===== src/dcp_pkg.sv =====
// constants, field layouts and state types of the dual counter pwm / capture timer
// assumes a single 250 MHz system clock and an axi4-lite register master

package dcp_pkg;

  // ----------------------------------------------------------------
  // register map (byte addresses, one aligned 32-bit word each)
  // ----------------------------------------------------------------
  localparam int ADDR_W = 8;
  localparam logic [7:0] ADDR_MASK = 8'hFC;
  localparam logic [7:0] OFS_COUNTER_ONE = 8'h00;
  localparam logic [7:0] OFS_RELOAD_CAPTURE_A = 8'h04;
  localparam logic [7:0] OFS_RELOAD_CAPTURE_B = 8'h08;
  localparam logic [7:0] OFS_COUNTER_TWO = 8'h0C;
  localparam logic [7:0] OFS_MODE_CONTROL_REG = 8'h10;
  localparam logic [7:0] OFS_CLOCK_SELECT_REG = 8'h14;
  localparam logic [7:0] OFS_PRESCALE_REG = 8'h18;
  localparam logic [7:0] OFS_PENDING_REG = 8'h1C;

  // ----------------------------------------------------------------
  // field positions and codes
  // ----------------------------------------------------------------
  localparam int MCTRL_W = 15;
  localparam int MCTRL_OUT_BIT = 5;
  localparam int SEL1_LSB = 0;
  localparam int SEL2_LSB = 3;
  localparam int PEND_A = 0;
  localparam int PEND_B = 1;
  localparam int PEND_C = 2;
  localparam int PEND_D = 3;
  localparam logic [1:0] MODE_PWM = 2'h0;
  localparam logic [1:0] MODE_CAPTURE = 2'h1;
  localparam logic [2:0] CKS_NONE = 3'h0;
  localparam logic [2:0] CKS_PRESCALED = 3'h1;
  localparam logic [2:0] CKS_EXT_EVENT = 3'h2;
  localparam logic [2:0] CKS_PULSE_ACC = 3'h3;
  localparam logic [2:0] CKS_SLOW = 3'h4;
  localparam logic [1:0] RESP_OKAY = 2'h0;
  localparam logic [1:0] RESP_SLVERR = 2'h2;
  localparam logic [15:0] CNT_MAX = 16'hFFFF;
  localparam logic [15:0] CNT_ZERO = 16'h0000;

  // ----------------------------------------------------------------
  // types
  // ----------------------------------------------------------------
  typedef struct packed {
    logic sw_trigger_go;
    logic counter_two_irq_enable;
    logic irq_enable_underflow_one;
    logic irq_enable_b;
    logic irq_enable_a;
    logic preset_on_capture_b;
    logic preset_on_capture_a;
    logic edge_select_b;
    logic edge_select_a;
    logic initial_out_level;
    logic timer_enable_bit;
    logic sw_trigger_select;
    logic pulse_train_enable;
    logic [1:0] mode_select_field;
  } dcp_mctrl_s;

  typedef struct packed {
    logic [15:0] counter_one;
    logic [15:0] counter_two;
    logic [15:0] reload_capture_a;
    logic [15:0] reload_capture_b;
    dcp_mctrl_s mctrl;
    logic [2:0] sel1;
    logic [2:0] sel2;
    logic [7:0] presc;
    logic [7:0] pcnt;
    logic [3:0] pend;
    logic out_lvl;
    logic a_oe_n;
    logic next_b;
    logic train_on;
    logic a_prev;
    logic b_prev;
    logic slow;
    logic irq1;
    logic irq2;
    logic awrdy;
    logic wrdy;
    logic aw_have;
    logic w_have;
    logic [ADDR_W-1:0] awaddr;
    logic [31:0] wdata;
    logic [3:0] wstrb;
    logic bvalid;
    logic [1:0] bresp;
    logic arrdy;
    logic rvalid;
    logic [1:0] rresp;
    logic [31:0] rdata;
  } dcp_state_s;

  localparam dcp_state_s STATE_RESET = '{awrdy: 1'b1, wrdy: 1'b1, arrdy: 1'b1,
                                         a_oe_n: 1'b1, default: '0};

endpackage


===== src/dcp_timer.sv =====
// dual 16-bit counter timer: pwm, pwm pulse train and dual-input capture
// assumes pins already synchronous to CLOCK and an axi4-lite master on the bus side
//
// Function
// - pwm: counter one counts down, reloads alternately from A then B on underflow.
// - first start counts down from the value software wrote into counter one.
// - pwm: channel A output toggles on every counter one underflow.
// - initial level bit sets pwm starting level, so which reload is high phase.
// - any restart of counter one makes its first reload come from A.
// - reload from A or B sets its pending flag; separate enabled interrupts.
// - pwm: counter two is a system/event timer; underflow irq only when enabled.
// - pulse-train mode is pwm mode plus the pulse-train enable bit.
// - pulse train: underflows toggle output; each pulse end decrements counter two.
// - pulse train: counter two underflow at end of pulse stops counter one clock.
// - pulse train: counter two underflow presets it to zero, never reloads.
// - pulse train emits counter two value plus one pulses.
// - pulse train starts on channel B edge or on the software trigger bit.
// - timer is disabled out of reset; each pulse-train entry reloads from A first.
// - capture: channel A edge copies counter one to A, channel B edge to B.
// - each channel edge independently selects rising or falling.
// - preset enabled: capture stores counter first, then presets counter one to all ones.
// - capture: separate A/B capture irq enables; underflow one irq when enabled.
// - capture: counter two is a system timer with enabled underflow irq.
// - capture: event or pulse-accumulate clock stops counter one; counter two takes any.

module dcp_timer (
  input wire logic CLOCK,
  input wire logic NRST,
  input wire logic [dcp_pkg::ADDR_W-1:0] S_AXI_AWADDR,
  input wire logic S_AXI_AWVALID,
  output logic S_AXI_AWREADY,
  input wire logic [31:0] S_AXI_WDATA,
  input wire logic [3:0] S_AXI_WSTRB,
  input wire logic S_AXI_WVALID,
  output logic S_AXI_WREADY,
  output logic [1:0] S_AXI_BRESP,
  output logic S_AXI_BVALID,
  input wire logic S_AXI_BREADY,
  input wire logic [dcp_pkg::ADDR_W-1:0] S_AXI_ARADDR,
  input wire logic S_AXI_ARVALID,
  output logic S_AXI_ARREADY,
  output logic [31:0] S_AXI_RDATA,
  output logic [1:0] S_AXI_RRESP,
  output logic S_AXI_RVALID,
  input wire logic S_AXI_RREADY,
  input wire logic CHANNEL_A_PIN_IN,
  output logic CHANNEL_A_PIN_OUT,
  output logic CHANNEL_A_PIN_OE_N,
  input wire logic CHANNEL_B_PIN_IN,
  output logic IRQ_ONE,
  output logic IRQ_TWO
);
  import dcp_pkg::*;

  // ----------------------------------------------------------------
  // helpers
  // ----------------------------------------------------------------
  function automatic logic [31:0] merge_bytes(input logic [31:0] old_v,
                                              input logic [31:0] new_v,
                                              input logic [3:0] strb);
    logic [31:0] r;
    r = old_v;
    for (int i = 0; i < 4; i++) begin
      if (strb[i]) begin
        r[i*8 +: 8] = new_v[i*8 +: 8];
      end
    end
    return r;
  endfunction

  // rising edge when sel is set, falling edge otherwise
  function automatic logic edge_hit(input logic sel, input logic now, input logic prev);
    return sel ? (now & ~prev) : (~now & prev);
  endfunction

  function automatic logic src_tick(input logic [2:0] sel, input logic ptk,
                                    input logic bedge, input logic blvl, input logic slw);
    logic t;
    t = 1'b0;
    case (sel)
      CKS_PRESCALED: t = ptk;
      CKS_EXT_EVENT: t = bedge;
      CKS_PULSE_ACC: t = ptk & blvl;
      CKS_SLOW: t = slw;
      default: t = 1'b0;
    endcase
    return t;
  endfunction

  // ----------------------------------------------------------------
  // state and derived terms
  // ----------------------------------------------------------------
  dcp_state_s s_reg;
  dcp_state_s s_next;
  logic en, pwm, train, capture, ptick, a_edge, b_edge;
  logic c1_ok, run1, tick1, uf1, back_init, tick2, uf2, restart1, start, wr_go;
  logic [7:0] waddr;

  assign en = s_reg.mctrl.timer_enable_bit;
  assign pwm = (s_reg.mctrl.mode_select_field == MODE_PWM);
  assign train = pwm & s_reg.mctrl.pulse_train_enable;
  assign capture = (s_reg.mctrl.mode_select_field == MODE_CAPTURE);
  assign ptick = (s_reg.pcnt == s_reg.presc);
  // inputs held a full cycle are seen by the one-cycle-old copy
  assign a_edge = edge_hit(s_reg.mctrl.edge_select_a, CHANNEL_A_PIN_IN, s_reg.a_prev);
  assign b_edge = edge_hit(s_reg.mctrl.edge_select_b, CHANNEL_B_PIN_IN, s_reg.b_prev);
  // channel B is a capture input in capture mode, so event clocks make no sense there
  assign c1_ok = !(capture && (s_reg.sel1 == CKS_EXT_EVENT || s_reg.sel1 == CKS_PULSE_ACC));
  assign run1 = en & (pwm | capture) & c1_ok & (!train | s_reg.train_on);
  assign tick1 = run1 & src_tick(s_reg.sel1, ptick, b_edge, CHANNEL_B_PIN_IN, s_reg.slow);
  assign uf1 = tick1 & (s_reg.counter_one == CNT_ZERO);
  // after this toggle the pad is back at its initial level: a pulse has ended
  assign back_init = (~s_reg.out_lvl == s_reg.mctrl.initial_out_level);
  assign tick2 = train ? (uf1 & back_init) :
                 (en & (pwm | capture) &
                  src_tick(s_reg.sel2, ptick, b_edge, CHANNEL_B_PIN_IN, s_reg.slow));
  assign uf2 = tick2 & (s_reg.counter_two == CNT_ZERO);
  assign restart1 = !en | (s_reg.sel1 == CKS_NONE) | !pwm;
  assign start = train & en & !s_reg.train_on &
                 (s_reg.mctrl.sw_trigger_select ? s_reg.mctrl.sw_trigger_go : b_edge);
  assign wr_go = s_reg.aw_have & s_reg.w_have & ~s_reg.bvalid;
  assign waddr = s_reg.awaddr & ADDR_MASK;

  // ----------------------------------------------------------------
  // next state
  // ----------------------------------------------------------------
  always_comb begin
    logic [3:0] pset;
    logic [3:0] pclr;
    logic [31:0] wv;
    logic [7:0] raddr;
    pset = 4'h0;
    pclr = 4'h0;
    wv = 32'h0000_0000;
    raddr = S_AXI_ARADDR & ADDR_MASK;
    s_next = s_reg;
    s_next.mctrl.sw_trigger_go = 1'b0;
    s_next.a_prev = CHANNEL_A_PIN_IN;
    s_next.b_prev = CHANNEL_B_PIN_IN;
    s_next.slow = ~s_reg.slow;
    s_next.pcnt = ptick ? 8'h00 : s_reg.pcnt + 8'h01;

    // counter one: decrement from the preloaded value, act on underflow
    if (restart1) begin
      s_next.next_b = 1'b0;
    end
    if (tick1) begin
      if (s_reg.counter_one != CNT_ZERO) begin
        s_next.counter_one = s_reg.counter_one - 16'h0001;
      end else if (pwm) begin
        s_next.counter_one = s_reg.next_b ? s_reg.reload_capture_b
                                          : s_reg.reload_capture_a;
        s_next.next_b = ~s_reg.next_b;
        s_next.out_lvl = ~s_reg.out_lvl;
        pset[s_reg.next_b ? PEND_B : PEND_A] = 1'b1;
      end else begin
        s_next.counter_one = CNT_MAX;
        pset[PEND_C] = 1'b1;
      end
    end

    // counter two: free timer, or pulse counter in pulse-train mode
    if (tick2) begin
      if (!uf2) begin
        s_next.counter_two = s_reg.counter_two - 16'h0001;
      end else begin
        s_next.counter_two = train ? CNT_ZERO : CNT_MAX;
        pset[PEND_D] = 1'b1;
      end
    end

    // pulse train gate; underflow of counter two only occurs at a pulse end
    if (!train || !en || (train && uf2)) begin
      s_next.train_on = 1'b0;
    end else if (start) begin
      s_next.train_on = 1'b1;
      s_next.next_b = 1'b0;
    end

    // dual capture: store first, then optional preset
    if (capture && en) begin
      if (a_edge) begin
        s_next.reload_capture_a = s_reg.counter_one;
        pset[PEND_A] = 1'b1;
        if (s_reg.mctrl.preset_on_capture_a) begin
          s_next.counter_one = CNT_MAX;
        end
      end
      if (b_edge) begin
        s_next.reload_capture_b = s_reg.counter_one;
        pset[PEND_B] = 1'b1;
        if (s_reg.mctrl.preset_on_capture_b) begin
          s_next.counter_one = CNT_MAX;
        end
      end
    end

    // axi write: address and data taken in either order
    if (S_AXI_AWVALID && s_reg.awrdy) begin
      s_next.awaddr = S_AXI_AWADDR;
      s_next.aw_have = 1'b1;
      s_next.awrdy = 1'b0;
    end
    if (S_AXI_WVALID && s_reg.wrdy) begin
      s_next.wdata = S_AXI_WDATA;
      s_next.wstrb = S_AXI_WSTRB;
      s_next.w_have = 1'b1;
      s_next.wrdy = 1'b0;
    end
    if (wr_go) begin
      s_next.aw_have = 1'b0;
      s_next.w_have = 1'b0;
      s_next.bvalid = 1'b1;
      s_next.bresp = RESP_OKAY;
      // software writes win over counting in the same cycle
      if (waddr == OFS_COUNTER_ONE) begin
        wv = merge_bytes({16'h0000, s_reg.counter_one}, s_reg.wdata, s_reg.wstrb);
        s_next.counter_one = wv[15:0];
      end else if (waddr == OFS_RELOAD_CAPTURE_A) begin
        wv = merge_bytes({16'h0000, s_reg.reload_capture_a}, s_reg.wdata, s_reg.wstrb);
        s_next.reload_capture_a = wv[15:0];
      end else if (waddr == OFS_RELOAD_CAPTURE_B) begin
        wv = merge_bytes({16'h0000, s_reg.reload_capture_b}, s_reg.wdata, s_reg.wstrb);
        s_next.reload_capture_b = wv[15:0];
      end else if (waddr == OFS_COUNTER_TWO) begin
        wv = merge_bytes({16'h0000, s_reg.counter_two}, s_reg.wdata, s_reg.wstrb);
        s_next.counter_two = wv[15:0];
      end else if (waddr == OFS_MODE_CONTROL_REG) begin
        wv = merge_bytes({17'h00000, s_reg.mctrl}, s_reg.wdata, s_reg.wstrb);
        s_next.mctrl = dcp_mctrl_s'(wv[MCTRL_W-1:0]);
        // the bit is both the starting and the present pad level
        s_next.out_lvl = wv[MCTRL_OUT_BIT];
        if (wv[2] != s_reg.mctrl.pulse_train_enable) begin
          s_next.next_b = 1'b0;
        end
      end else if (waddr == OFS_CLOCK_SELECT_REG) begin
        wv = merge_bytes({26'h0000000, s_reg.sel2, s_reg.sel1}, s_reg.wdata, s_reg.wstrb);
        s_next.sel1 = wv[SEL1_LSB +: 3];
        s_next.sel2 = wv[SEL2_LSB +: 3];
      end else if (waddr == OFS_PRESCALE_REG) begin
        wv = merge_bytes({24'h000000, s_reg.presc}, s_reg.wdata, s_reg.wstrb);
        s_next.presc = wv[7:0];
      end else if (waddr == OFS_PENDING_REG) begin
        pclr = s_reg.wdata[3:0] & {4{s_reg.wstrb[0]}};
      end else begin
        s_next.bresp = RESP_SLVERR;
      end
    end
    if (s_reg.bvalid && S_AXI_BREADY) begin
      s_next.bvalid = 1'b0;
      s_next.awrdy = 1'b1;
      s_next.wrdy = 1'b1;
    end

    // axi read: answered one cycle after the address is taken
    if (S_AXI_ARVALID && s_reg.arrdy) begin
      s_next.arrdy = 1'b0;
      s_next.rvalid = 1'b1;
      s_next.rresp = RESP_OKAY;
      if (raddr == OFS_COUNTER_ONE) begin
        s_next.rdata = {16'h0000, s_reg.counter_one};
      end else if (raddr == OFS_RELOAD_CAPTURE_A) begin
        s_next.rdata = {16'h0000, s_reg.reload_capture_a};
      end else if (raddr == OFS_RELOAD_CAPTURE_B) begin
        s_next.rdata = {16'h0000, s_reg.reload_capture_b};
      end else if (raddr == OFS_COUNTER_TWO) begin
        s_next.rdata = {16'h0000, s_reg.counter_two};
      end else if (raddr == OFS_MODE_CONTROL_REG) begin
        s_next.rdata = {17'h00000, s_reg.mctrl};
      end else if (raddr == OFS_CLOCK_SELECT_REG) begin
        s_next.rdata = {26'h0000000, s_reg.sel2, s_reg.sel1};
      end else if (raddr == OFS_PRESCALE_REG) begin
        s_next.rdata = {24'h000000, s_reg.presc};
      end else if (raddr == OFS_PENDING_REG) begin
        s_next.rdata = {27'h0000000, s_reg.train_on, s_reg.pend};
      end else begin
        s_next.rdata = 32'h0000_0000;
        s_next.rresp = RESP_SLVERR;
      end
    end
    if (s_reg.rvalid && S_AXI_RREADY) begin
      s_next.rvalid = 1'b0;
      s_next.arrdy = 1'b1;
    end

    // sticky flags: a set in the clearing cycle survives
    s_next.pend = (s_reg.pend & ~pclr) | pset;
    s_next.irq1 = |(s_next.pend[PEND_C:PEND_A] &
                    {s_next.mctrl.irq_enable_underflow_one, s_next.mctrl.irq_enable_b,
                     s_next.mctrl.irq_enable_a});
    s_next.irq2 = s_next.pend[PEND_D] & s_next.mctrl.counter_two_irq_enable;
    s_next.a_oe_n = !((s_next.mctrl.mode_select_field == MODE_PWM) &&
                      s_next.mctrl.preset_on_capture_a);
  end

  always_ff @(posedge CLOCK) begin
    if (!NRST) begin
      s_reg <= STATE_RESET;
    end else begin
      s_reg <= s_next;
    end
  end

  // ----------------------------------------------------------------
  // outputs
  // ----------------------------------------------------------------
  assign S_AXI_AWREADY = s_reg.awrdy;
  assign S_AXI_WREADY = s_reg.wrdy;
  assign S_AXI_BVALID = s_reg.bvalid;
  assign S_AXI_BRESP = s_reg.bresp;
  assign S_AXI_ARREADY = s_reg.arrdy;
  assign S_AXI_RVALID = s_reg.rvalid;
  assign S_AXI_RDATA = s_reg.rdata;
  assign S_AXI_RRESP = s_reg.rresp;
  assign CHANNEL_A_PIN_OUT = s_reg.out_lvl;
  assign CHANNEL_A_PIN_OE_N = s_reg.a_oe_n;
  assign IRQ_ONE = s_reg.irq1;
  assign IRQ_TWO = s_reg.irq2;
endmodule


===== config.mk =====
export PLATFORM = sky130hd
export DESIGN_NAME = dcp_timer
export DESIGN_NICKNAME = d
export VERILOG_FILES = /design/src/dcp_pkg.sv /design/src/dcp_timer.sv
export SDC_FILE = /design/constraint.sdc
export NUM_CORES = 1
export LEC_CHECK = 0
export BUFFER_PORTS_ARGS = -buffer_cell sky130_fd_sc_hd__clkbuf_2
export CAP_MARGIN = 40
export CORE_MARGIN = 3
export CORE_UTILIZATION = 25
export DETAILED_ROUTE_END_ITERATION = 8
export PLACE_DENSITY_LB_ADDON = 0.3
export SLEW_MARGIN = 15
export SYNTH_ARGS = -nofsm -noshare
export SYNTH_HDL_FRONTEND = slang
export SYNTH_SLANG_ARGS = --single-unit

===== constraint.sdc =====
create_clock -name CLOCK -period 3.3 [get_ports CLOCK]
set_input_delay 0.66 -clock CLOCK [delete_from_list [all_inputs] [get_ports CLOCK]]
set_output_delay 0.66 -clock CLOCK [all_outputs]
set_load 0.01 [all_outputs]

==> run_results.csv, run 1 <==
group,metric,value,unit
run_status,status,"completed",
cts,cts_root_buf,"clkbuf_16",
finish,fin_nets,1250,
detailed_routing,routed_via_density,5.26,
global_route,grt_pass1_wl,49500,µm
finish,final_cell_mix,"dfxtp_1, nand2_1, nor2_1",
global_route,grt_pass1_vias,7961,
cts,cts_htree_levels,4,
floorplan,placementRows,68,
sta,fin_crit_sh,84.3,%
critical_path,start_kind,"flip-flop",
synth,synth_cell_type_count,85,
sta,finClkSkew,0.0141,ns
finish,largest_register_ffs,135,
synth,synth_warnings,0,
cts,cts_buffer_depth,2,
synth,synth_edf_count,0,
cts,cts_buffers,17,
flow_run,drv_cap,0,
sta,max-slew-margin-rel,47.7,%
global_route,antenna_found_initial,0,
floorplan,design.die.area,38100,µm²
floorplan,core_region_area,34900,µm²
power_and_ir_drop,p_per_area,462,nW/µm²
synth,ys_seq_elements,163,
power_and_ir_drop,ir_worst_vdd,0.000366,V
detailed_routing,drt_iter0_markers,903,
worst_hold_path,hold_class,"input port to flip-flop",
detailed_routing,first_pass_iters,5,
global_route,gr-total-overflow,0,
finish,syn_to_final_growth,15.5,%
floorplan,fp.dieH,195,µm
floorplan,io_pins,106,
placement,gp_congestion,0.902,
detailed_routing,detail_route.wl_per_cell,19.8,µm
synth,syn-mean-instance-area,7.74,µm²
detailed_routing,route.detailed.drc,0,
power_and_ir_drop,p_leak,3.87,nW
detailed_routing,routed-via-count,8694,
cts,cts_tree,"done",
placement,placed_cells,1621,
sta,tightest_slew,0.782,ns
finish,final_core_util,29.6,%
global_route,grtUsageTotal,16.7,%
sta,fmax,0.360,GHz
floorplan,initial_core_util,25.6,%
sta,hold_viol_final,0,
detailed_routing,wirelength,32700,µm
critical_path,path_max_fanout,13,
sta,finalSetupViolations,0,
finish,layout-drive-gt1-share,14.6,%
cts,worstSkewPairLatency,0.44,ns
synth,syn_area,8940,µm²
finish,stdcell_count,1653,
sta,rsz0062_at_grt,"no",
sta,maxSlewViolCount,0,
cts,cts_resized,0,
floorplan,die_w,195,µm
global_route,grt_max_degree,49,
detailed_routing,postRouteAntennaNets,0,
critical_path,crit_arrival,3.17,ns
cts,clk_pin_slew_worst_paths,0.08,ns
cts,cts_setup_buffers,0,
finish,stdcell_area,10300,µm²
finish,diodes,0,
critical_path,path_class,"flip-flop to flip-flop",
placement,dp_hpwl,24000,µm
synth,yosysSeqAreaShare,36.5,%
cts,ctsHoldBuffers,0,
synth,async_reset_ff_share,0,%
synth,synth-main-ff-cell,"dfxtp_1",
placement,placed_area,9680,µm²
critical_path,cp_data_required_time,3.68,ns
sta,fin_setup_tns,0,ns
finish,mostFrequentLayoutCell,"dfxtp_1",
placement,portBuffers,65,
cts,cts_sinks,163,
synth,syn_inst,1154,
critical_path,cp-end-kind,"flip-flop",
sta,period_minus_slack,2.78,ns
[power by group]
part	internal, W	total [W]	switching (W)
registers	0.00201	0.00208	0.0000730
logic	0.000174	0.000491	0.000317
clock network	0.00126	0.00219	0.000931
[path summary, 6_finish.rpt]
path	start	endpoint	depth (start not counted)	slack, ns
setup reg to reg	s_reg[185]	s_reg[180]	9	0.52
setup / recovery	s_reg[185]	s_reg[180]	9	0.52
hold / removal	S_AXI_WVALID	S_AXI_WREADY	2	0.43
hold reg to reg	S_AXI_RDATA[0]	S_AXI_RDATA[0]	2	0.46
[critical path, cell delays in order, from the launching register on]
cell and delay [ns]:
dfxtp_1 0.42, inv_1 0.13, ha_1 0.19, nor4b_1 0.30, and4_1 0.31, a31oi_1 0.15
o221ai_4 0.46, nand2_2 0.19, o41ai_1 0.36, a32o_1 0.22
[routing by layer]
layer	global-route usage, %	part of all wire (%)	wire (µm)
met1	24.9	48	15700
met2	24.4	42	13900
met3	3.69	8.1	2660
met4	3.80	1.6	508
met5	0	0	0
[synth_stat cells (5+ instances only)]
cell type | n | share of area (%)
o22ai_1 | 35 | 2.4
nor2b_1 | 12 | 0.84
o31ai_1 | 6 | 0.50
a22oi_1 | 7 | 0.59
nor3b_1 | 6 | 0.50
o21ai_1 | 7 | 0.39
a211oi_1 | 13 | 1.1
a31oi_1 | 18 | 1.3
mux2_2 | 5 | 0.63
nand3_1 | 38 | 2.1
mux2i_1 | 45 | 5.0
nor3_1 | 45 | 2.5
xor2_1 | 14 | 1.4
a221o_1 | 5 | 0.56
clkbuf_1 | 70 | 2.9
a21oi_1 | 98 | 5.5
or2_2 | 6 | 0.42
o221ai_1 | 11 | 1.1
nor4_1 | 5 | 0.35
a221oi_1 | 7 | 0.69
buf_2 | 8 | 0.45
dfxtp_1 | 163 | 37
o21ai_0 | 64 | 3.6
nor2_1 | 111 | 4.7
nand2_1 | 146 | 6.1
and3_1 | 12 | 0.84
inv_1 | 35 | 1.5
a32o_1 | 7 | 0.78
or3_1 | 5 | 0.35
nand2b_1 | 13 | 0.91
and2_1 | 8 | 0.56
buf_4 | 36 | 3.0
[final cells by class]
type | instances | area, µm²
clock buffer | 19 | 453
clock inverter | 13 | 190
fill | 3760 | 24600
inverter | 36 | 136
multi-input combinational | 852 | 4990
sequential | 163 | 3260
tap | 455 | 569
timing repair buffer | 115 | 721
[cells by family after synthesis]
kind of cell	count (synthesis)	synth area share, %
compound gates	327	23.8
xor+xnor	18	1.76
fa+ha+maj	4	0.560
buf+inv	156	8.37
flops	163	36.5
mux	50	5.67
other cells	1	0.0420
simple gates	435	23.3
[metrics by stage]
stage	power, W	hold WS (ns)	worst slack, ns
finish	0.00477	0.434	0.519
global route	0.00495	0.443	0.275
CTS	0.00481	0.423	0.549
detailed placement	0.00261	0.449	0.404
global placement	0.00261	0.443	0.396
floorplan	0.00245	0.414	0.907
Power figures use the tool's default switching activity.
==> inputs of run 2 (changes only) <==
Clock period 3.3 ns to 2.9 ns, I/O delays scaled along.
==> run 2 against run 1 <==
- count of clock-buffer cells in the layout up 1
- power up 9.7%
- largest cell class unchanged
- register-to-register slack worse by 0.19 ns
- fmax up 8.1%
- wire length up 2.7%
- die area unchanged
- global-route usage up 0.57 points
- critical path type unchanged
- cell count up 1.6%
==> run_results.csv, run 2 (same netlist as run 1, synthesis figures left out) <==
group,metric,value,unit
detailed_routing,routed-via-count,8851,
sta,hold_viol_final,0,
global_route,grt_max_degree,53,
sta,period_minus_slack,2.57,ns
worst_hold_path,min_to,"S_AXI_WREADY",
floorplan,io_pins,106,
finish,largest_register_ffs,135,
finish,mostFrequentLayoutCell,"dfxtp_1",
sta,rsz0062_at_grt,"no",
floorplan,fp.dieH,195,µm
cts,cts_htree_levels,4,
detailed_routing,postRouteAntennaNets,0,
finish,final_cell_mix,"dfxtp_1, nand2_1, nor2_1",
detailed_routing,route.detailed.drc,0,
sta,finClkSkew,0.0166,ns
cts,cts_tree,"done",
detailed_routing,first_pass_iters,5,
detailed_routing,wirelength,33500,µm
sta,holdWs,0.352,ns
global_route,grt_pass1_wl,51500,µm
placement,gp_congestion,0.934,
finish,final_core_util,30.1,%
detailed_routing,routed_via_density,5.27,
critical_path,r2r_slack,0.33,ns
detailed_routing,detail_route.wl_per_cell,20.0,µm
worst_hold_path,hold_path_depth,2,
finish,diodes,0,
global_route,grtUsageTotal,17.3,%
worst_hold_path,hold_class,"input port to flip-flop",
critical_path,cp-end-kind,"flip-flop",
flow_run,drv_cap,0,
critical_path,start_kind,"flip-flop",
cts,cts_resized,0,
floorplan,die_w,195,µm
run_status,status,"completed",
cts,cts_buffer_depth,2,
critical_path,reg2regPathDepth,11,
power_and_ir_drop,ir_worst_vdd,0.000421,V
critical_path,path_class,"flip-flop to flip-flop",
cts,cts_buffers,17,
worst_hold_path,hp-start,"S_AXI_WVALID",
sta,fin_crit_sh,88.7,%
placement,dp_hpwl,24800,µm
finish,syn_to_final_growth,17.3,%
cts,clk_pin_slew_worst_paths,0.08,ns
critical_path,crit_arrival,2.91,ns
critical_path,reg2reg_to,"s_reg[178]",
sta,max-slew-margin-rel,50.7,%
sta,fin_setup_tns,0,ns
sta,finalSetupViolations,0,
placement,portBuffers,65,
power_and_ir_drop,p_per_area,499,nW/µm²
detailed_routing,drt_iter0_markers,918,
sta,tightest_slew,0.738,ns
floorplan,core_region_area,34900,µm²
critical_path,r2r_start,"s_reg[185]",
critical_path,path_max_fanout,12,
power_and_ir_drop,p_leak,3.97,nW
global_route,antenna_found_initial,0,
critical_path,cp_data_required_time,3.24,ns
finish,layout-drive-gt1-share,16.3,%
floorplan,placementRows,68,
floorplan,initial_core_util,25.6,%
sta,fmax,0.389,GHz
global_route,grt_pass1_vias,8278,
floorplan,design.die.area,38100,µm²
cts,worstSkewPairLatency,0.44,ns
global_route,gr-total-overflow,0,
finish,fin_nets,1277,
sta,maxSlewViolCount,0,
cts,cts_sinks,163,
cts,cts_root_buf,"clkbuf_16",
[run 2: cell count changes in the layout (fill, tap and decap cells not counted), sizes merged]
cell / before / now
clkinvlp: 0 / 4
clkinv: 6 / 4
buf: 50 / 77
clkbuf: 84 / 85
inv: 40 / 39
bufinv: 3 / 1
[run 2: stage by stage]
step                setup slack (ns)  std cells  total power (W)  instance area [µm²]
floorplan                      0.587       1171          0.00279                 9000
global placement               0.101       1646          0.00300                 9880
detailed placement            0.0676       1646          0.00301                 9880
CTS                            0.197       1678          0.00527                10500
global route                   0.167       1680          0.00544                10500
finish                         0.328       1680          0.00523                10500
[run 2: worst max path at each step]
stage | startpoint | end | cells after the start
floorplan | CHANNEL_B_PIN_IN | s_reg[177] | 8
global placement | CHANNEL_B_PIN_IN | s_reg[182] | 8
detailed placement | CHANNEL_B_PIN_IN | s_reg[182] | 8
CTS | s_reg[185] | s_reg[182] | 9
global route | s_reg[186] | s_reg[178] | 11
finish | s_reg[185] | s_reg[178] | 11
[run 2: worst max-delay path, stage by stage, from the launching register on]
cell and delay [ns]:
dfxtp_1 0.31, inv_1 0.07, ha_1 0.19, nor4b_1 0.39
and4_1 0.37, a31oi_1 0.16, o221ai_4 0.20, buf_12 0.17
buf_4 0.12, nor3b_1 0.16, o221ai_1 0.15, o211a_1 0.18
[run 2: layout make-up]
class,count,area [µm²]
clock inverters,12,124
inverters,36,136
repair buffers,142,953
flip-flops and latches,163,3260
multi-input cells,852,4990
fillers,3795,24400
well taps,455,569
clock buffers,20,447
[run 2: power by group]
| group | switching, W | internal (W) |
|---|---|---|
| Combinational | 0.000387 | 0.000216 |
| Sequential | 0.0000745 | 0.00229 |
| Clock | 0.00104 | 0.00122 |
[run 2: layer usage]
metal	up-vias	track usage (%)	wire [µm]
met2	394	25.6	14100
met4	0	3.99	685
met5	-	0	0
li1	4200	-	-
met1	4197	25.3	15800
met3	60	4.19	2950
[run 2: what timing repair did]
action,in CTS,in global routing
hold buffers,0,0
setup buffers,0,2
setup endpoints to repair,0,2
